<file path="config.mk">
export PLATFORM = sky130hd
export DESIGN_NAME = line_alarm_status
export DESIGN_NICKNAME = d
export VERILOG_FILES = /design/src/line_alarm_pkg.sv /design/src/line_alarm_status.sv
export SDC_FILE = /design/constraint.sdc
export NUM_CORES = 1
export LEC_CHECK = 0
export ABC_AREA = 0
export BUFFER_PORTS_ARGS = -buffer_cell sky130_fd_sc_hd__buf_2
export CAP_MARGIN = 10
export CORE_MARGIN = 4
export CORE_UTILIZATION = 29
export CTS_BUF_LIST = sky130_fd_sc_hd__clkbuf_4 sky130_fd_sc_hd__clkbuf_8 sky130_fd_sc_hd__clkbuf_16
export DETAILED_ROUTE_END_ITERATION = 12
export PLACE_DENSITY_LB_ADDON = 0.08
export SLEW_MARGIN = 20
export SYNTH_ARGS = -nofsm -noshare
export SYNTH_HDL_FRONTEND = slang
export SYNTH_SLANG_ARGS = --single-unit
</file>
<file path="constraint.sdc">
create_clock -name mclk -period 2.74 [get_ports mclk]
set_input_delay 0.137 -clock mclk [delete_from_list [all_inputs] [get_ports mclk]]
set_output_delay 0.137 -clock mclk [all_outputs]
set_load 0.03 [all_outputs]
</file>
<file path="src/line_alarm_pkg.sv">
// constants and carrier types for the channel alarm and transmit monitor
// How it works
// - digital loss declared after 160 silent bits
// - digital loss clears at 33% pulse density
// - alarm bit 5 shows digital loss
// - channel loss is analog or digital loss, the e3 detector in e3 mode
// - alarm bit 4 shows hysteretic analog loss
// - alarm bit 3 shows fifo near limits
// - fifo alarm only with attenuator enabled
// - alarm bit 2 shows clock lock loss
// - alarm bit 1 shows channel loss
// - drive alarm after 128 pulseless bits
// - control bit 5 selects watch source
// - rising control bit 4 injects one error
// - injection only with generator and receiver enabled
// - alarm bit 6 shows pattern lock loss
// - each change of alarm bits 0 to 3 sets read-cleared change bit
package line_alarm_pkg;
	localparam logic [3:0] alarm_state_addr = 4'h3;
	localparam logic [3:0] change_status_addr = 4'h2;
	localparam logic [3:0] tx_control_addr = 4'h4;
	localparam logic [7:0] tx_control_reset = 8'h00;
	localparam int dlos_declare_bits = 160;
	localparam int dlos_window_bits = 32;
	localparam int dlos_clear_pulses = 11; // 11/32 is at least 33%
	localparam int dmo_declare_bits = 128;
	localparam int bit_watch_pos = 5;
	localparam int bit_insert_pos = 4;
	localparam int bit_prbs_loss = 6;
	localparam int bit_dlos = 5;
	localparam int bit_alos = 4;
	localparam int bit_fifo = 3;
	localparam int bit_lol = 2;
	localparam int bit_los = 1;
	localparam int bit_dmo = 0;
	// register bus access
	typedef struct packed {
		logic [3:0] addr;
		logic wr;
		logic rd;
		logic [7:0] wdata;
	} cpu_req_type;
	// raw analog and receive-side indications
	typedef struct packed {
		logic amp_below_declare;
		logic amp_above_clear;
		logic fifo_near_limit;
		logic freq_off_by_limit;
		logic e3_los;
		logic prbs_sync_loss;
	} rx_ind_type;
endpackage

</file>
<file path="src/line_alarm_status.sv">
// per-channel alarm detectors, alarm state and transmit control registers
`timescale 1ns/10ps
module line_alarm_status (
	// clock and reset
	input wire logic mclk,
	input wire logic rst_b,
	// register access
	input wire line_alarm_pkg::cpu_req_type cpu_req,
	output logic [7:0] cpu_rdata,
	// line bit timing and data, already on mclk
	input wire logic bit_tick,
	input wire logic rx_pulse,
	input wire logic tx_line_pos_pad,
	input wire logic tx_line_neg_pad,
	// external watch pins, asynchronous
	input wire logic watch_pos_input,
	input wire logic watch_neg_input,
	// receive indications and mode
	input wire line_alarm_pkg::rx_ind_type rx_ind,
	input wire logic e3_mode,
	input wire logic jitter_atten_en,
	input wire logic prbs_gen_en,
	input wire logic prbs_rx_en,
	// outputs
	output logic prbs_error_inject,
	output logic signal_loss,
	output logic drive_watch_alarm,
	output logic [7:0] tx_control
);
	// register state, detector counters and helper nets
	logic [7:0] tx_control_q;
	logic ins_prev_q;
	logic [1:0] wp_q, wn_q; // watch pin synchronisers
	logic [7:0] dlos_cnt_q;
	logic dlos_q;
	logic [5:0] win_cnt_q, win_pulses_q;
	logic [5:0] win_total; // window pulses including the closing bit
	logic alos_q;
	logic [7:0] dmo_cnt_q;
	logic dmo_q;
	logic [7:0] alarm_now; // live alarm word
	logic [3:0] alarm_prev_q; // last state of tracked alarms
	logic [3:0] change_q, change_ev;
	logic watch_pulse, fifo_alarm, rd_change;
	logic inject_q;

	// transmit control register, software write only
	always_ff @(posedge mclk) begin
		if (!rst_b) begin
			tx_control_q <= line_alarm_pkg::tx_control_reset;
		end else if (cpu_req.wr && cpu_req.addr ==
				line_alarm_pkg::tx_control_addr) begin
			// reserved bits 7, 6 and 3 never store a one
			tx_control_q <= {2'b00, cpu_req.wdata[5:4], 1'b0,
				cpu_req.wdata[2:0]};
		end
	end
	assign tx_control = tx_control_q;

	// error insertion: edge of bit 4, gated by both prbs enables
	// a held 1 gives nothing more; software must rewrite 0 first
	always_ff @(posedge mclk) begin
		if (!rst_b) begin
			ins_prev_q <= 1'b0;
			inject_q <= 1'b0;
		end else begin
			ins_prev_q <= tx_control_q[line_alarm_pkg::bit_insert_pos];
			inject_q <= tx_control_q[line_alarm_pkg::bit_insert_pos] &&
				!ins_prev_q && prbs_gen_en && prbs_rx_en;
		end
	end
	// one clock wide; the generator flips a single bit on it
	assign prbs_error_inject = inject_q;

	// two-flop synchroniser for the external watch pins
	// only the second stage is read; the first may still be settling
	always_ff @(posedge mclk) begin
		if (!rst_b) begin
			wp_q <= 2'b00;
			wn_q <= 2'b00;
		end else begin
			wp_q <= {wp_q[0], watch_pos_input};
			wn_q <= {wn_q[0], watch_neg_input};
		end
	end
	// internal pads or external pins as watch source
	assign watch_pulse = tx_control_q[line_alarm_pkg::bit_watch_pos] ?
		(tx_line_pos_pad | tx_line_neg_pad) : (wp_q[1] | wn_q[1]);

	// drive monitor: count pulseless bit periods, clear on a pulse
	// the count stops at its end value, so the alarm holds without wrap
	always_ff @(posedge mclk) begin
		if (!rst_b) begin
			dmo_cnt_q <= 8'h00;
			dmo_q <= 1'b0;
		end else if (bit_tick) begin
			if (watch_pulse) begin
				dmo_cnt_q <= 8'h00;
				dmo_q <= 1'b0;
			end else if (dmo_cnt_q ==
					8'(line_alarm_pkg::dmo_declare_bits - 1)) begin
				dmo_q <= 1'b1;
			end else begin
				dmo_cnt_q <= dmo_cnt_q + 8'h01;
			end
		end
	end

	// digital loss: silent run count declares
	// saturating count: a long outage never wraps back to a false quiet
	always_ff @(posedge mclk) begin
		if (!rst_b) begin
			dlos_cnt_q <= 8'h00;
		end else if (bit_tick) begin
			if (rx_pulse) begin
				dlos_cnt_q <= 8'h00;
			end else if (dlos_cnt_q !=
					8'(line_alarm_pkg::dlos_declare_bits)) begin
				dlos_cnt_q <= dlos_cnt_q + 8'h01;
			end
		end
	end

	// density window: pulses per fixed window of bits
	// fixed windows are cheap; a pulse burst split over two windows
	// may clear one window later than a sliding measure would
	always_ff @(posedge mclk) begin
		if (!rst_b) begin
			win_cnt_q <= 6'h00;
			win_pulses_q <= 6'h00;
		end else if (bit_tick) begin
			if (win_cnt_q == 6'(line_alarm_pkg::dlos_window_bits - 1)) begin
				win_cnt_q <= 6'h00;
				win_pulses_q <= 6'h00;
			end else begin
				win_cnt_q <= win_cnt_q + 6'h01;
				win_pulses_q <= win_pulses_q + {5'h00, rx_pulse};
			end
		end
	end

	// the closing bit of a window counts toward its density too
	assign win_total = win_pulses_q + {5'h00, rx_pulse};

	// digital loss state: declare on silence, clear on density; e3 off
	always_ff @(posedge mclk) begin
		if (!rst_b) begin
			dlos_q <= 1'b0;
		end else if (e3_mode) begin
			dlos_q <= 1'b0;
		end else if (bit_tick && rx_pulse == 1'b0 && dlos_cnt_q ==
				8'(line_alarm_pkg::dlos_declare_bits - 1)) begin
			dlos_q <= 1'b1;
		end else if (bit_tick && dlos_q && win_cnt_q ==
				6'(line_alarm_pkg::dlos_window_bits - 1) &&
				win_total >= 6'(line_alarm_pkg::dlos_clear_pulses)) begin
			dlos_q <= 1'b0;
		end
	end

	// analog loss with hysteresis between two thresholds
	// both flags at once: declare wins, since loss is the safe side
	always_ff @(posedge mclk) begin
		if (!rst_b) begin
			alos_q <= 1'b0;
		end else if (e3_mode) begin
			alos_q <= 1'b0;
		end else if (rx_ind.amp_below_declare) begin
			alos_q <= 1'b1;
		end else if (rx_ind.amp_above_clear) begin
			alos_q <= 1'b0;
		end
	end

	// live alarm word; reserved bit 7 reads zero
	// reads see current detector state; nothing here is latched
	assign fifo_alarm = rx_ind.fifo_near_limit & jitter_atten_en;
	always_comb begin
		alarm_now = 8'h00;
		alarm_now[line_alarm_pkg::bit_prbs_loss] = rx_ind.prbs_sync_loss;
		alarm_now[line_alarm_pkg::bit_dlos] = dlos_q;
		alarm_now[line_alarm_pkg::bit_alos] = alos_q;
		alarm_now[line_alarm_pkg::bit_fifo] = fifo_alarm;
		alarm_now[line_alarm_pkg::bit_lol] = rx_ind.freq_off_by_limit;
		// channel loss takes the e3 detector in e3, the wired or otherwise
		alarm_now[line_alarm_pkg::bit_los] = e3_mode ? rx_ind.e3_los :
			(dlos_q | alos_q);
		alarm_now[line_alarm_pkg::bit_dmo] = dmo_q;
	end
	assign signal_loss = alarm_now[line_alarm_pkg::bit_los];
	assign drive_watch_alarm = dmo_q;

	// change detection; a set in the read cycle wins over the clear
	// only the four low alarms carry change bits
	assign rd_change = cpu_req.rd &&
		cpu_req.addr == line_alarm_pkg::change_status_addr;
	assign change_ev = alarm_now[3:0] ^ alarm_prev_q[3:0];
	always_ff @(posedge mclk) begin
		if (!rst_b) begin
			alarm_prev_q <= 4'h0;
			change_q <= 4'h0;
		end else begin
			alarm_prev_q <= alarm_now[3:0];
			change_q <= (rd_change ? 4'h0 : change_q) | change_ev;
		end
	end

	// read data registered; writes to alarm state ignored
	// the alarm word has no write path, so a write cannot disturb it
	// unmapped addresses read back as zero
	always_ff @(posedge mclk) begin
		if (!rst_b) begin
			cpu_rdata <= 8'h00;
		end else if (cpu_req.rd) begin
			unique case (cpu_req.addr)
				line_alarm_pkg::alarm_state_addr: cpu_rdata <= alarm_now;
				line_alarm_pkg::change_status_addr:
					cpu_rdata <= {4'h0, change_q};
				line_alarm_pkg::tx_control_addr: cpu_rdata <= tx_control_q;
				default: cpu_rdata <= 8'h00;
			endcase
		end
	end
endmodule

</file>
==> parameters.txt <==
Parameter                              Value

Status
  Outcome    completed

Worst setup path
  CP Max Fanout    7
  Worst path required time    2.96 ns
  Longest individual stage delay on the worst path    0.59 ns
  CP endpoint kind    register
  Arrival time of data at the critical path endpoint    2.13 ns
  Launch point of the worst reg-to-reg path    tx_control[5]
  Cell with the largest stage delay on the worst path    a2111oi_0
  Critical path start-end classification    register to register
  CP Cell Sequence    or3b_1 -> a2111oi_0 -> or4_1 -> nand2_1
  Start point of the critical path    tx_control[5]
  Crit start category    register

Route
  Number of iterations in the first detailed-routing pass    4
  Routed via count divided by cell count    4.884
  Wire length per cell after detailed routing    13.80 µm
  Routed vias    2,271
  Routed WL    6417 µm
  Initial drt markers    40
  Number of routed nets with antenna violations    0
  Remaining routing DRC violations    0

Layout
  Sequential cell area    1141 µm²
  Multi-input gate area in the final layout    1384 µm²
  Post-route cell area    3173 µm²
  Final Util    0.3621
  Ant diodes    0
  Fill cell instance count of the final layout    931
  Share of cells above drive strength 1    0.1905
  Area Overhead vs Synth    21.05%
  Final non-filler cell total    465
  Net total in the final layout    390

Hold path
  Hold Startpoint    prbs_gen_en
  Hold Path Class    input port to register

Floorplan
  Core area    8763 µm²
  Initial cell density of the core    0.2991
  Row cnt    34
  Die width    103.1 µm
  Die outline area    10,620 µm²
  Number of top-level pins    51
  Die height    103.1 µm

Synth
  Synthesized cell area    2621 µm²
  Yosys warning count    0
  Sequential area share after synthesis    0.4353
  Synth async-reset ratio    0
  Most used flip-flop cell after synthesis    dfxtp_1
  Proportion of netlist area held by the largest area contributor    0.4353
  Per-instance average area after synthesis    8.651 µm²
  Number of instances in the synthesized netlist    303
  Post-synth EDFFs    0
  Most frequent cells after synthesis    dfxtp_1 (57), a21oi_1 (33), nand2_1 (30)
  Distinct cell type count after synthesis    50
  Dominant cells by area after synthesis    dfxtp_1 (44%), a21oi_1 (6.3%), nand2_1 (4.3%)
  Library cell with the highest instance count after synthesis    dfxtp_1
  Library cell with the largest summed area after synthesis    dfxtp_1
  Total of flip-flops plus latches after synthesis    57

Clocking
  Post-CTS resize count    0
  Htree depth    3
  Post-CTS Setup Repair Bufs    0
  Clock insertion delay at the later pin of the skew report    0.33 ns
  Inserted Clock Buffers    9
  Clk root buf    clkbuf_8
  Clock Pin Slew Worst Setup and Hold Paths    0.07 ns
  CTS tree    done
  Number of clock sinks seen by CTS    57
  Maximum clock insertion buffer count    2

Place
  Number of placed instances with taps included    446
  GPL Wtd Cong    0.7478
  Post-DP HPWL    4542 µm
  Port Buffer Count    43
  Placed instance area    2943 µm²
  Worst setup slack before clock tree synthesis    0.8388 ns

Global route
  Initial antenna violation count    0
  Total global-route track usage    0.1297
  Wire length of the first global-routing pass    10,580 µm
  Via count of the first global-routing pass    2,208
  Largest net degree at the start of global routing    30
  Residual overflow from global routing    0

Pwr
  Maximum vdd drop    0.0002500 V
  Total power after layout    1.796 mW
  PD cells    566.2 nW/µm²
  Leakage Power    1.225 nW

STA
  Minimum clock period    1.905 ns
  Upper clock frequency limit    0.5250 GHz
  Max-slew headroom at the worst pin    0.6020
  Largest clock skew in the final design    0.009631 ns
  Fin crit share    0.6952
  Actual slew at the worst max-slew pin    0.5819 ns
  Setup repair after global routing missed its margin    false
  Hold WS    0.02655 ns
  Total count of max-transition violations in the final report    0
  Setup TNS Final    0 ns
  Final hold viol count    0
  Number of setup violations in the final report    0
  Final setup slack of the worst path    0.8351 ns

Flow run
  Number of maximum-capacitance constraint violations    0
-- power by group --
| group | leakage (nW) | switching [mW] | total [mW] | internal (mW) |
|---|---|---|---|---|
| sequential | 0.463 | 0.0148 | 0.864 | 0.849 |
| clock | 0.0987 | 0.341 | 0.792 | 0.451 |
| combinational | 0.663 | 0.0834 | 0.141 | 0.0572 |
-- final timing paths --
path	to	slack, ns	cells after the start
setup / recovery	dmo_cnt_q[4]	0.84	4
hold reg to reg	prbs_error_inject	0.38	1
setup reg to reg	dmo_cnt_q[4]	0.84	4
hold / removal	prbs_error_inject	0.03	3
-- worst max-delay path: cells and delay by family (launching register included) --
kind | cells | cell delay (ns)
compound gates | 1 | 0.59
simple gates | 3 | 0.75
flops | 1 | 0.46
-- placed cells by master (no fill, tap or decap), drive strengths merged, types with 5 or more instances in the layout --
cell    instances
dfxtp          57
nand4           9
nand2          30
clkbuf         11
nand3          15
or3             5
a22oi           5
buf            48
xnor2           5
a21oi          33
inv             7
ha              6
o21ai          11
nand3b          6
nand2b          9
xor2           12
and2            8
nor2           25
-- final cells by class --
class	instances	area share
clock buffers	11	0.04574
repair buffers	51	0.08912
clock inverters	5	0.01735
inverters	8	0.009464
well taps	108	0.04259
flip-flops and latches	57	0.3596
multi-input cells	225	0.4361
-- repair_timing --
| item | 4_1_cts | 5_1_grt |
|---|---|---|
| hold buffers | 3 | 0 |
| endpoints found under the setup margin | 0 | 0 |
| hold endpoints to repair | 3 | 0 |
-- routing by layer --
metal,share of wire,global-route usage,vias up
met3,0.064,0.04060,6
met5,0,0,-
met4,0.011,0.04482,0
met1,0.49,0.1674,1050
met2,0.43,0.2047,46
li1,-,-,1169
-- flip-flops by register name, indices dropped and copies added (netlist names) --
register	cells
wp_q	2
prbs_error_inject	1
tx_control	5
wn_q	2
dlos_q	1
dmo_cnt_q	8
alos_q	1
ins_prev_q	1
alarm_prev_q	4
cpu_rdata	7
change_q	4
dlos_cnt_q	8
win_cnt_q	6
drive_watch_alarm	1
win_pulses_q	6
-- kinds of logic (layout without fill, tap and decap cells) --
logic type	Yosys count	in the layout	synth area share
other	1	4	0.001431
AND/OR/NAND/NOR	124	124	0.2511
adder cells (fa/ha/maj)	6	6	0.02864
AO/OA/AOI/OAI	72	72	0.1757
flip-flops	57	57	0.4353
multiplexers	2	2	0.007638
XOR/XNOR	17	17	0.05680
buffers and inverters	24	75	0.04344
(Power assumes the default switching activity.)
